<file path="src/pkg/spm_ctrl_regs.svh">
// Register offsets, field positions, reset values and counts of the flash sequencer.
// Function
// After reset, fetch from zero if the boot fuse reads 1, else boot address.
// Processor software has no way to change fuse values.
// Ready interrupt stays asserted while enabled and store enable is clear.
// Erase or write of the shared section sets busy and blocks its reads.
// Busy clears by section read enable after completion, or by a page load.
// Control bit 5 is reserved and always reads zero.
// Read enable with store enable re-enables the section; ignored while busy.
// Read enable written during buffer loading aborts the load, losing data.
// Lock set programs boot lock bits from low data; self-clears.
// Load within three cycles of lock set returns lock or fuse bits.
// Page write stores the buffer into the pointer's page; self-clears.
// Page erase clears the pointer's page; self-clears on completion or lapse.
// Plain store enable puts the data pair into the buffer word addressed.
// Store enable arms four cycles, held during erase and write.
// Only the five listed command patterns act; others are ignored.
// Target page is latched when an operation starts.
// Pointer low bits select the word, high bits select the page.
// Buffer erased after page write, on read enable, and on reset.
// Software writes each buffer word at most once between erasures.
// An EEPROM write during page loading discards the buffered data.
// Erase X0000011, write X0000101; shared section runs, other section halts.
// Software erases a page before writing it, with the same page address.
// Lock byte has boot lock in bits 5 to 2, general lock in 1 to 0.
// EEPROM write blocks flash programming and fuse or lock reads.
// Page geometry and done pulse come from build parameters and the array.
`ifndef SPM_CTRL_REGS_SVH
`define SPM_CTRL_REGS_SVH
`define OFF_CONTROL     8'h00
`define OFF_DATA_WORD   8'h04
`define OFF_POINTER     8'h08
`define OFF_INSTR       8'h0C
`define OFF_LOAD_RESULT 8'h10
`define OFF_STATUS      8'h14
`define BIT_READY_IE    7
`define BIT_BUSY        6
`define BIT_INSTR_STORE 0
`define BIT_INSTR_LOAD  1
`define CMD_LOAD        5'h01
`define CMD_ERASE       5'h03
`define CMD_WRITE       5'h05
`define CMD_LOCK        5'h09
`define CMD_RWW_EN      5'h11
`define STORE_WINDOW    3'h4
`define LOAD_WINDOW     3'h3
`define APP_RESET_ADDR  16'h0000
`define BUF_ERASED      16'hFFFF
`define RESP_OKAY       2'h0
`define RESP_SLVERR     2'h2
`endif

</file>
<file path="src/pkg/spm_ctrl_pkg.sv">
// Types shared by the flash sequencer.
package spm_ctrl_pkg;
    typedef enum {OP_IDLE, OP_ERASE, OP_WRITE} op_e;
    typedef enum {SEL_CONTROL, SEL_DATA, SEL_POINTER, SEL_INSTR,
                  SEL_LOAD, SEL_STATUS, SEL_NONE} reg_sel_e;
endpackage

</file>
<file path="src/hw/self_program_flash_control.sv">
// Self-programming flash sequencer with an AXI4-Lite register slave.
`timescale 1ns/1ps
`include "spm_ctrl_regs.svh"
module self_program_flash_control #(
    parameter int unsigned PAGE_WORDS      = 32,
    parameter int unsigned PAGE_COUNT      = 128,
    parameter int unsigned RWW_PAGES       = 112,
    parameter int unsigned WORD_BITS       = $clog2(PAGE_WORDS),
    parameter int unsigned PAGE_BITS       = $clog2(PAGE_COUNT),
    parameter logic [15:0] BOOT_RESET_ADDR = 16'h1F00,
    parameter logic [3:0]  BOOT_LOCK_INIT  = 4'hF
)(
    input  wire logic                   aclk,
    input  wire logic                   aresetn,
    input  wire logic                   ce,
    input  wire logic [7:0]             awaddr,
    input  wire logic [2:0]             awprot,
    input  wire logic                   awvalid,
    output logic                        awready,
    input  wire logic [31:0]            wdata,
    input  wire logic [3:0]             wstrb,
    input  wire logic                   wvalid,
    output logic                        wready,
    output logic [1:0]                  bresp,
    output logic                        bvalid,
    input  wire logic                   bready,
    input  wire logic [7:0]             araddr,
    input  wire logic [2:0]             arprot,
    input  wire logic                   arvalid,
    output logic                        arready,
    output logic [31:0]                 rdata,
    output logic [1:0]                  rresp,
    output logic                        rvalid,
    input  wire logic                   rready,
    input  wire logic                   global_int_enable,
    input  wire logic                   boot_reset_fuse,
    input  wire logic [7:0]             fuse_low,
    input  wire logic [7:0]             fuse_high,
    input  wire logic [1:0]             lock_general,
    input  wire logic                   eeprom_write_busy,
    input  wire logic                   eeprom_write_start,
    input  wire logic                   flash_done,
    input  wire logic [WORD_BITS-1:0]   buf_rd_idx,
    output logic [15:0]                 reset_vector,
    output logic                        ready_irq,
    output logic                        section_busy_flag,
    output logic                        cpu_halt,
    output logic                        flash_start,
    output spm_ctrl_pkg::op_e           flash_op,
    output logic [PAGE_BITS-1:0]        flash_page,
    output logic [15:0]                 buf_rd_data,
    output logic [3:0]                  boot_lock
);
    import spm_ctrl_pkg::*;

    logic                 ready_interrupt_enable;
    logic [4:0]           cmd;
    logic [2:0]           age;
    op_e                  op_state;
    logic [15:0]          data_word_pair;
    logic [15:0]          pointer;
    logic [15:0]          page_buf [PAGE_WORDS];
    logic                 loaded;
    logic [7:0]           load_result;
    logic                 load_special;
    logic                 aw_held;
    logic                 w_held;
    logic [7:0]           aw_addr_q;
    logic [31:0]          w_data_q;
    logic [3:0]           w_strb_q;
    logic                 wr_fire;
    reg_sel_e             wr_sel;
    logic                 ctrl_wr;
    logic                 ctrl_accept;
    logic                 store_fire;
    logic                 load_fire;
    logic                 accept_store;
    logic                 do_load;
    logic                 do_erase;
    logic                 do_write;
    logic                 do_lock;
    logic                 do_rww_en;
    logic                 do_read_fuse;
    logic                 op_finish;
    logic                 buf_clear;
    logic                 target_rww;

    function automatic reg_sel_e reg_sel(input logic [7:0] a);
        case (a)
            `OFF_CONTROL:     reg_sel = SEL_CONTROL;
            `OFF_DATA_WORD:   reg_sel = SEL_DATA;
            `OFF_POINTER:     reg_sel = SEL_POINTER;
            `OFF_INSTR:       reg_sel = SEL_INSTR;
            `OFF_LOAD_RESULT: reg_sel = SEL_LOAD;
            `OFF_STATUS:      reg_sel = SEL_STATUS;
            default:          reg_sel = SEL_NONE;
        endcase
    endfunction

    function automatic logic cmd_legal(input logic [4:0] c);
        cmd_legal = (c == `CMD_LOAD) || (c == `CMD_ERASE) ||
                    (c == `CMD_WRITE) || (c == `CMD_LOCK) ||
                    (c == `CMD_RWW_EN);
    endfunction

    // The pointer is a byte address; bit 0 only matters to loads.
    function automatic logic [WORD_BITS-1:0] word_of(input logic [15:0] z);
        word_of = z[WORD_BITS:1]; // see R17
    endfunction

    function automatic logic [PAGE_BITS-1:0] page_of(input logic [15:0] z);
        page_of = z[WORD_BITS+PAGE_BITS:WORD_BITS+1];
    endfunction

    assign wr_fire    = aw_held && w_held && !bvalid;
    assign wr_sel     = reg_sel(aw_addr_q);
    assign ctrl_wr    = wr_fire && (wr_sel == SEL_CONTROL) && w_strb_q[0];
    assign store_fire = wr_fire && (wr_sel == SEL_INSTR) && w_strb_q[0] &&
                        w_data_q[`BIT_INSTR_STORE];
    assign load_fire  = wr_fire && (wr_sel == SEL_INSTR) && w_strb_q[0] &&
                        w_data_q[`BIT_INSTR_LOAD];
    // Commands are dropped while an operation runs or the EEPROM writes.
    assign ctrl_accept = ctrl_wr && (op_state == OP_IDLE) &&
                         !eeprom_write_busy &&
                         cmd_legal(w_data_q[4:0]); // see R15, see R7
    assign accept_store = store_fire && cmd[0] && (age < `STORE_WINDOW) &&
                          (op_state == OP_IDLE) &&
                          !eeprom_write_busy; // see R14
    assign do_load   = accept_store && (cmd == `CMD_LOAD);
    assign do_erase  = accept_store && (cmd == `CMD_ERASE);
    assign do_write  = accept_store && (cmd == `CMD_WRITE);
    assign do_lock   = accept_store && (cmd == `CMD_LOCK);
    assign do_rww_en = accept_store && (cmd == `CMD_RWW_EN);
    assign do_read_fuse = load_fire && (cmd == `CMD_LOCK) &&
                          (age < `LOAD_WINDOW) && (op_state == OP_IDLE) &&
                          !eeprom_write_busy; // see R10
    assign op_finish  = (op_state != OP_IDLE) && flash_done;
    assign target_rww = page_of(pointer) < PAGE_BITS'(RWW_PAGES);
    assign buf_clear  = (op_finish && (op_state == OP_WRITE)) ||
                        (ctrl_accept && (w_data_q[4:0] == `CMD_RWW_EN)) ||
                        (eeprom_write_start && loaded); // see R8

    // Bus write channels: address and data are taken in either order.
    always_ff @(posedge aclk)
    begin
        if (!aresetn)
        begin
            awready   <= 1'b1;
            wready    <= 1'b1;
            aw_held   <= 1'b0;
            w_held    <= 1'b0;
            aw_addr_q <= 8'h00;
            w_data_q  <= 32'h0000_0000;
            w_strb_q  <= 4'h0;
            bvalid    <= 1'b0;
            bresp     <= `RESP_OKAY;
        end
        else if (ce)
        begin
            if (awvalid && awready)
            begin
                awready   <= 1'b0;
                aw_held   <= 1'b1;
                aw_addr_q <= awaddr;
            end
            if (wvalid && wready)
            begin
                wready   <= 1'b0;
                w_held   <= 1'b1;
                w_data_q <= wdata;
                w_strb_q <= wstrb;
            end
            if (wr_fire)
            begin
                aw_held <= 1'b0;
                w_held  <= 1'b0;
                bvalid  <= 1'b1;
                bresp   <= (wr_sel == SEL_NONE) ? `RESP_SLVERR : `RESP_OKAY;
            end
            if (bvalid && bready)
            begin
                bvalid  <= 1'b0;
                awready <= 1'b1;
                wready  <= 1'b1;
            end
        end
    end

    // Bus read channel; reads have no side effects.
    always_ff @(posedge aclk)
    begin
        if (!aresetn)
        begin
            arready <= 1'b1;
            rvalid  <= 1'b0;
            rdata   <= 32'h0000_0000;
            rresp   <= `RESP_OKAY;
        end
        else if (ce)
        begin
            if (arvalid && arready)
            begin
                arready <= 1'b0;
                rvalid  <= 1'b1;
                rresp   <= `RESP_OKAY;
                case (reg_sel(araddr))
                    SEL_CONTROL: rdata <= {24'h0, ready_interrupt_enable,
                                           section_busy_flag, 1'b0,
                                           cmd};
                    SEL_DATA:    rdata <= {16'h0, data_word_pair};
                    SEL_POINTER: rdata <= {16'h0, pointer};
                    SEL_LOAD:    rdata <= {23'h0, load_special, load_result};
                    SEL_STATUS:  rdata <= {28'h0, eeprom_write_busy, loaded,
                                           cpu_halt, op_state != OP_IDLE};
                    SEL_INSTR:   rdata <= 32'h0000_0000;
                    default:
                    begin
                        rdata <= 32'h0000_0000;
                        rresp <= `RESP_SLVERR;
                    end
                endcase
            end
            if (rvalid && rready)
            begin
                rvalid  <= 1'b0;
                arready <= 1'b1;
            end
        end
    end

    // Data pair, pointer and interrupt enable are plain software storage.
    always_ff @(posedge aclk)
    begin
        if (!aresetn)
        begin
            data_word_pair         <= 16'h0000;
            pointer                <= 16'h0000;
            ready_interrupt_enable <= 1'b0;
        end
        else if (ce && wr_fire)
        begin
            if (wr_sel == SEL_CONTROL && w_strb_q[0])
                ready_interrupt_enable <= w_data_q[`BIT_READY_IE];
            if (wr_sel == SEL_DATA && w_strb_q[0])
                data_word_pair[7:0] <= w_data_q[7:0];
            if (wr_sel == SEL_DATA && w_strb_q[1])
                data_word_pair[15:8] <= w_data_q[15:8];
            if (wr_sel == SEL_POINTER && w_strb_q[0])
                pointer[7:0] <= w_data_q[7:0];
            if (wr_sel == SEL_POINTER && w_strb_q[1])
                pointer[15:8] <= w_data_q[15:8];
        end
    end

    // Command arming window and the erase/write sequence.
    always_ff @(posedge aclk)
    begin
        if (!aresetn)
        begin
            cmd         <= 5'h00;
            age         <= 3'h0;
            op_state    <= OP_IDLE;
            flash_start <= 1'b0;
            flash_op    <= OP_IDLE;
            flash_page  <= '0;
            cpu_halt    <= 1'b0;
            boot_lock   <= BOOT_LOCK_INIT;
        end
        else if (ce)
        begin
            flash_start <= 1'b0;
            if (op_state != OP_IDLE)
            begin
                // Store enable stays set until the array reports done.
                if (flash_done)
                begin
                    op_state <= OP_IDLE; // see R14, see R11
                    flash_op <= OP_IDLE;
                    cmd      <= 5'h00;
                    cpu_halt <= 1'b0;
                end
            end
            else if (ctrl_accept)
            begin
                cmd <= w_data_q[4:0];
                age <= 3'h0;
            end
            else if (do_erase || do_write)
            begin
                op_state    <= do_erase ? OP_ERASE : OP_WRITE;
                flash_op    <= do_erase ? OP_ERASE : OP_WRITE;
                flash_start <= 1'b1;
                flash_page  <= page_of(pointer); // see R16, see R11
                cpu_halt    <= !target_rww;
            end
            else if (accept_store || do_read_fuse)
            begin
                // Lock bits only ever go from unprogrammed to programmed.
                if (do_lock)
                    boot_lock <= boot_lock & data_word_pair[5:2];
                cmd <= 5'h00;
            end
            else if (cmd[0])
            begin
                if (age == `STORE_WINDOW - 3'h1)
                    cmd <= 5'h00; // see R14
                else
                    age <= age + 3'h1;
            end
        end
    end

    // A new operation setting busy outranks any clear in the same cycle.
    always_ff @(posedge aclk)
    begin
        if (!aresetn)
            section_busy_flag <= 1'b0;
        else if (ce)
        begin
            if ((do_erase || do_write) && target_rww)
                section_busy_flag <= 1'b1;
            else if (do_load || do_rww_en)
                section_busy_flag <= 1'b0; // see R5
        end
    end

    // Temporary page buffer; a load in the same cycle as a discard survives.
    always_ff @(posedge aclk)
    begin
        if (!aresetn)
        begin
            for (int i = 0; i < PAGE_WORDS; i++)
                page_buf[i] <= `BUF_ERASED;
            loaded      <= 1'b0;
            buf_rd_data <= `BUF_ERASED;
        end
        else if (ce)
        begin
            if (buf_clear)
            begin
                for (int i = 0; i < PAGE_WORDS; i++)
                    page_buf[i] <= `BUF_ERASED; // see R18, see R8
                loaded <= 1'b0;
            end
            if (do_load)
            begin
                page_buf[word_of(pointer)] <= data_word_pair;
                loaded <= 1'b1;
            end
            buf_rd_data <= page_buf[buf_rd_idx];
        end
    end

    // Fuses are inputs only; nothing here can write them.
    always_ff @(posedge aclk)
    begin
        if (!aresetn)
        begin
            load_result  <= 8'h00;
            load_special <= 1'b0;
        end
        else if (ce)
        begin
            if (do_read_fuse)
            begin
                load_special <= 1'b1;
                // Pointer 1 reads the lock byte, pointer 3 the high fuse byte.
                if (pointer[1:0] == 2'b01)
                    load_result <= {2'h3, boot_lock, lock_general};
                else
                    load_result <= pointer[1] ? fuse_high : fuse_low;
            end
            else if (load_fire)
                load_special <= 1'b0;
        end
    end

    always_ff @(posedge aclk)
    begin
        if (!aresetn)
        begin
            ready_irq    <= 1'b0;
            reset_vector <= `APP_RESET_ADDR;
        end
        else if (ce)
        begin
            ready_irq <= ready_interrupt_enable && global_int_enable &&
                         !cmd[0];
            reset_vector <= boot_reset_fuse ? `APP_RESET_ADDR
                                            : BOOT_RESET_ADDR;
        end
    end
endmodule

</file>
<file path="config.mk">
export PLATFORM = sky130hd
export DESIGN_NAME = self_program_flash_control
export DESIGN_NICKNAME = d
export VERILOG_FILES = /design/src/pkg/spm_ctrl_pkg.sv /design/src/hw/self_program_flash_control.sv
export VERILOG_INCLUDE_DIRS = /design/src /design/src/pkg
export SDC_FILE = /design/constraint.sdc
export NUM_CORES = 1
export LEC_CHECK = 0
export BUFFER_PORTS_ARGS = -buffer_cell sky130_fd_sc_hd__buf_2
export CAP_MARGIN = 20
export CORE_ASPECT_RATIO = 1.75
export CORE_MARGIN = 2
export CORE_UTILIZATION = 50
export CTS_BUF_LIST = sky130_fd_sc_hd__clkbuf_4 sky130_fd_sc_hd__clkbuf_8
export DETAILED_ROUTE_END_ITERATION = 8
export GPL_TIMING_DRIVEN = 1
export HOLD_SLACK_MARGIN = 0.06
export PLACE_DENSITY = 0.8
export SLEW_MARGIN = 15
export SYNTH_ARGS = -nofsm -noshare
export SYNTH_HDL_FRONTEND = slang
export SYNTH_SLANG_ARGS = --single-unit
</file>
<file path="constraint.sdc">
create_clock -name aclk -period 3.07 [get_ports aclk]
set_input_delay 0.307 -clock aclk [delete_from_list [all_inputs] [get_ports aclk]]
set_output_delay 0.307 -clock aclk [all_outputs]
set_load 0.03 [all_outputs]
</file>
=== Yosys cells after proc, flatten, opt, wreduce, memory -nomap -nowiden ===
Memories as Yosys holds them, arrays and structs flattened. A register that Yosys moved wholly into a read port is not among the register bits.
Index checks and enable logic that the tools add are counted.

* Mux-type cells: 96
* Bitwise gates (word level): 36
* Order comparisons: 3
* Eq/ne operators: 38
* Add/subtract/negate cells: 1
* Reductions and logical operators: 101

{| class="wikitable"
|+ Operators with widths
! kind !! number
|-
| 16-bit two-way mux || 32
|-
| 32-bit two-way mux || 7
|-
| 32-bit by 3-bit == test with 1-bit output, second input constant || 5
|-
| 32-bit by 2-bit == test with 1-bit output, second input constant || 3
|-
| 32-bit zero test || 3
|-
| 16-bit case mux with 5 select lines || 1
|-
| 1-bit logical AND || 42
|-
| 2-bit AND reduction || 19
|-
| 1-bit two-way mux || 36
|-
| 3-bit case mux with 6 select lines || 2
|-
| 5-bit two-way mux || 7
|-
| 32-bit by 1-bit == test with 1-bit output, second input constant || 1
|-
| 32-bit by 4-bit == test with 1-bit output, second input constant || 1
|-
| 8-bit by 4-bit == test with 1-bit output, second input constant || 4
|-
| 8-bit by 5-bit == test with 1-bit output, second input constant || 4
|-
| 1-bit bitwise OR || 32
|-
| 32-bit nonzero test || 1
|-
| 2-bit nonzero test || 11
|-
| 8-bit by 3-bit == test with 1-bit output, second input constant || 2
|-
| 8-bit zero test || 2
|-
| 8-bit two-way mux || 2
|-
| 3-bit two-way mux || 5
|-
| 13-bit two-way mux || 1
|-
| 6-bit AND reduction || 2
|-
| 24 further kinds || 50
|}

* Memories: 1
* Register bits: 183
* Bits in writable memories: 512
* Word-level logic and storage cells: 308

{| class="wikitable"
|+ Memory list
! name !! words !! width !! rd ports !! clocked after memory_dff !! write ports !! line !! text
|-
| page_buf || 32 || 16 || 1 || 1 || 33 || self_program_flash_control.sv:62 || <nowiki>logic [15:0] page_buf [PAGE_WORDS];</nowiki>
|}

=== Depth between registers and ports, before layout ===
* Word-level depth: 16
* Depth in mapped cells: 9
* Mapped depth without buffers: 6

=== Worst setup path after synthesis ===
Ideal clock, no wire load.

* Path kind: flip-flop to flip-flop
* Start point: register op_state[1]
* End point: memory page_buf[4][0] (enable)
* Setup slack: -0.276 ns
* Data arrival time: 2.935 ns
* Setup time: 0.411 ns
* Cell stages (with the launch flop): 7
* Path through: dfxtp_1 nor4b_2 nand4_1 nor3_4 nand2_2 or2_1 o21ai_0

{| class="wikitable"
|+ RTL lines
! what !! line !! text
|-
| start, declared || self_program_flash_control.sv:59 || <nowiki>op_e op_state;</nowiki>
|-
| start signal, assigned || self_program_flash_control.sv:290 || <nowiki>op_state <= do_erase ? OP_ERASE : OP_WRITE;</nowiki>
|-
| end, declared || self_program_flash_control.sv:62 ||
|}

==> results.txt <==
----------------------------------------------------
[Power and ir drop]
  Peak supply drop ... 0.369 mV
  Design Power ... 17,900 µW
  P per Cell Area ... 547 nW/µm²
  Static power due to leakage ... 0.0109 µW

[Global route]
  Number of global-route vias before repair ... 21,000
  Overall overflow remaining after global route ... 0
  First-pass GRT wire length ... 124,000 µm
  Overall track demand over capacity in global routing ... 29.0%
  Maximum number of pins on one net before global-route repair ... 76
  Initial antenna violation count ... 2

[Critical path]
  RR Startpoint ... aw_addr_q[7]$_SDFFE_PN0P_
  Crit path required time ... 3.48 ns
  Critical path buffers and inverters ... 1
  Crit-path slowest cell ... sky130_fd_sc_hd__nor4_2
  Startpoint of the worst setup timing path ... aw_addr_q[7]$_SDFFE_PN0P_
  Capture point of the critical path ... page_buf[1][6]$_SDFFCE_PN1P_
  Ordered list of cells on the worst path ... nor4_2 > nand2_1 > nor3_4 > nand2b_1 > buf_4 > nor2_4 > nand2_1
  Delay contributed by the slowest stage of the critical path ... 0.48 ns
  Setup slack, reg-to-reg ... 0.14 ns
  Kind of critical path ... reg -> reg
  Instance count on the critical path ... 7
  Worst setup SP type ... flop
  Data arrival at the endpoint of the critical path ... 3.34 ns
  Endpoint of the worst register-to-register path ... page_buf[1][6]$_SDFFCE_PN1P_
  Highest net fanout along the worst path ... 16
  Worst setup EP type ... flop
  Depth of the most critical reg-to-reg path ... 7
  Cell family with the largest share of critical-path delay ... simple AND/OR/NAND/NOR gates
  Crit-path most repeated cell ... sky130_fd_sc_hd__nand2_1

[CTS]
  Post-CTS clock slew at the launch and capture registers of the worst setup and hold paths ... 0.06 ns
  Number of buffers added by the clock tree synthesis step ... 86
  CTS tree ... done
  Number of H-tree levels ... 3
  Number of buffers between clock root and the deepest sink ... 3
  Clock Root Buffer ... sky130_fd_sc_hd__clkbuf_8
  Worst-skew pair later-pin latency ... 0.70 ns
  Number of instances resized during post-cts repair ... 0
  Count of hold-fix buffers inserted at cts ... 50
  Clock sink total ... 648
  Total setup buffers inserted after CTS ... 0

[Timing]
  Worst Slack Setup Final ... 0.138 ns
  Unrepaired setup endpoints after global routing ... false
  Number of hold violations in the final report ... 0
  Slew Limit Fails ... 0
  Setup clock skew after layout ... 0.0334 ns
  Clock period minus final worst setup slack ... 2.93 ns
  Slew HR ... 27.0%
  Worst Max-Slew Pin Slew ... 1.09 ns
  Achievable clock frequency ... 0.341 GHz
  Final setup violation count ... 0
  Hold WS ... 0.121 ns
  Final worst-path cycle share ... 95.5%

[Yosys]
  Instance count of the mapped netlist ... 2,265
  Sequential fraction of the synthesis area ... 63.4%
  Synthesis-stage register bit count ... 648
  Number of warnings printed during yosys synthesis ... 0
  Number of enable-type register cells in the synthesized netlist ... 512
  Main flop type after synthesis ... sky130_fd_sc_hd__edfxtp_1
  Post-Synthesis Mean Instance Area ... 12.6 µm²
  Async set-or-reset flop fraction in the synthesized netlist ... 0%
  Cell variety after synth ... 65
  Post-synthesis instance area ... 28,500 µm²

[Floorplanning]
  Die X ... 185 µm
  Count of standard-cell rows ... 115
  Core Footprint ... 56,300 µm²
  Vertical die dimension ... 320 µm
  Initial Utilization ... 50.7%
  Die ar. ... 59,100 µm²
  Number of ports placed on the die boundary ... 214

[Layout]
  FF+latch area ... 18,100 µm²
  Ratio of cells with drive above 1 in the final layout ... 23.6%
  Signed area change from the synthesized netlist to the final layout ... 14.4%
  Layout Cell Area excl Fill ... 32,600 µm²
  Cell Count, Final, Fillers Out ... 3,323
  Area of the multi-input gates ... 9480 µm²
  Number of fill cells in the layout ... 4,233
  Total number of nets in the final design ... 2,587

[Route]
  Number of nets with antenna violations after detailed routing ... 0
  DRC violations left ... 0
  Number of DRC violations after detailed-routing iteration 0 ... 2,290
  Topmost layer with routed signal wires ... met5
  Total length of routed wires ... 84,300 µm
  Routed length on met1 ... 25,100 µm
  Routed via count ... 20,100
  Via-per-instance ratio ... 6.04
  Detailed-routing iteration count for the pre-antenna-repair pass ... 6
  Met2 wire length ... 43,500 µm
  DR WL met3 ... 8270 µm
  Post-detailed-route wirelength per cell ... 25.4 µm

[Min path]
  Hold WC Path Type ... in -> reg
  Min-Delay Path Depth ... 5

[Job]
  Number of maximum-capacitance violations ... 0

[Placement]
  Cell area reported after detailed placement ... 30,400 µm²
  Hpwl dp ... 57,200 µm
  Port Buffer Count ... 130
  GPL Wtd Cong ... 0.941
  Instance count after placement with tap cells included ... 3,113
  Dpl ws ... 0.165 ns

[Run status]
  Status ... finished, final reports clean

----------------------------------------------------
## Yosys cell counts (all sizes together), types with 9 or more instances
master	n	area share, %
mux4	128	10
and3	9	0.20
inv	26	0.34
edfxtp	512	54
a22oi	13	0.34
and2	11	0.24
dfxtp	136	9.5
clkbuf	68	0.89
o22ai	34	0.75
nor2	192	2.8
nand3	29	0.51
mux2	35	1.4
a21oi	65	1.1
buf	146	3.2
mux2i	64	2.2
a211oi	18	0.49
o21ai	72	1.3
nand2	623	8.2
## where the power goes
part	total, µW	internal, µW	switching [µW]
clock	6610	3350	3260
combinational	1370	540	833
sequential	9880	9750	128
## worst reg2reg max path: cells and delay by family, from the launching register on
family	cells	cell delay, ns
DFF	1	0.34
buffers and inverters	1	0.28
and+or+nand+nor	6	2.05
## per-layer routing
layer / vias up / global-route usage (%)
met2: 1449 / 51.4
met3: 384 / 6.21
li1: 8506 / -
met5: - / 0
met1: 9723 / 29.2
met4: 2 / 22.5
## final cells by class
type                       instances  area share, %
tap                              760           2.91
sequential                       648           55.4
clock buffer                     124           4.61
multi-input combinational       1435           29.0
inverter                          26          0.299
timing repair buffer             294           6.99
antenna                            1        0.00766
clock inverter                    35          0.701
## cell usage in the layout (no fill, tap or decap), types with 32 or more instances in the layout
master / count
sky130_fd_sc_hd__mux2_2: 35
sky130_fd_sc_hd__edfxtp_1: 512
sky130_fd_sc_hd__buf_2: 128
sky130_fd_sc_hd__o22ai_1: 34
sky130_fd_sc_hd__buf_4: 94
sky130_fd_sc_hd__clkbuf_8: 93
sky130_fd_sc_hd__dlygate4sd3_1: 50
sky130_fd_sc_hd__conb_1: 59
sky130_fd_sc_hd__nor2_1: 177
sky130_fd_sc_hd__o21ai_0: 36
sky130_fd_sc_hd__nand2_1: 622
sky130_fd_sc_hd__mux2i_1: 64
sky130_fd_sc_hd__mux4_2: 128
sky130_fd_sc_hd__a21oi_1: 64
sky130_fd_sc_hd__dfxtp_1: 136
sky130_fd_sc_hd__clkbuf_4: 32
## registers in the layout (all words and copies together) (netlist names), 3 cells and up
name            cells
load_result         8
w_data_q           16
aw_addr_q           8
data_word_pair     16
flash_page          7
boot_lock           4
age                 3
page_buf          512
buf_rd_data        16
pointer            16
cmd                 5
rdata              16
## worst min-delay path by stage
stage                          start                            end  slack, ns
3_5_place_dp   rdata[7]$_SDFFE_PN0P_          rdata[7]$_SDFFE_PN0P_       0.44
6_report                 fuse_low[5]    load_result[5]$_SDFFE_PN0P_       0.12
5_1_grt            eeprom_write_busy    load_result[6]$_SDFFE_PN0P_       0.14
3_3_place_gp   rdata[6]$_SDFFE_PN0P_          rdata[6]$_SDFFE_PN0P_       0.44
4_1_cts                  fuse_low[5]    load_result[5]$_SDFFE_PN0P_       0.09
2_1_floorplan        boot_reset_fuse  reset_vector[11]$_SDFFE_PN0P_       0.41
## per-stage QoR
| stage | setup TNS (ns) | util (%) |
|---|---|---|
| floorplan | -17.67 | - |
| global placement | 0 | 54.1 |
| detailed placement | 0 | 54.1 |
| CTS | 0 | 58.0 |
| global route | 0 | 58.0 |
| finish | 0 | 58.0 |
## logic make-up after synthesis
group | synth area share (%)
and+or+nand+nor | 13.5
DFF | 63.4
buffers and inverters | 4.44
AOI/OAI and AO/OA | 4.78
muxes | 13.7
adders and majority gates | 0.123
other | 0.0131
xor gates and xnor gates | 0.0307
(Power assumes the default switching activity.)
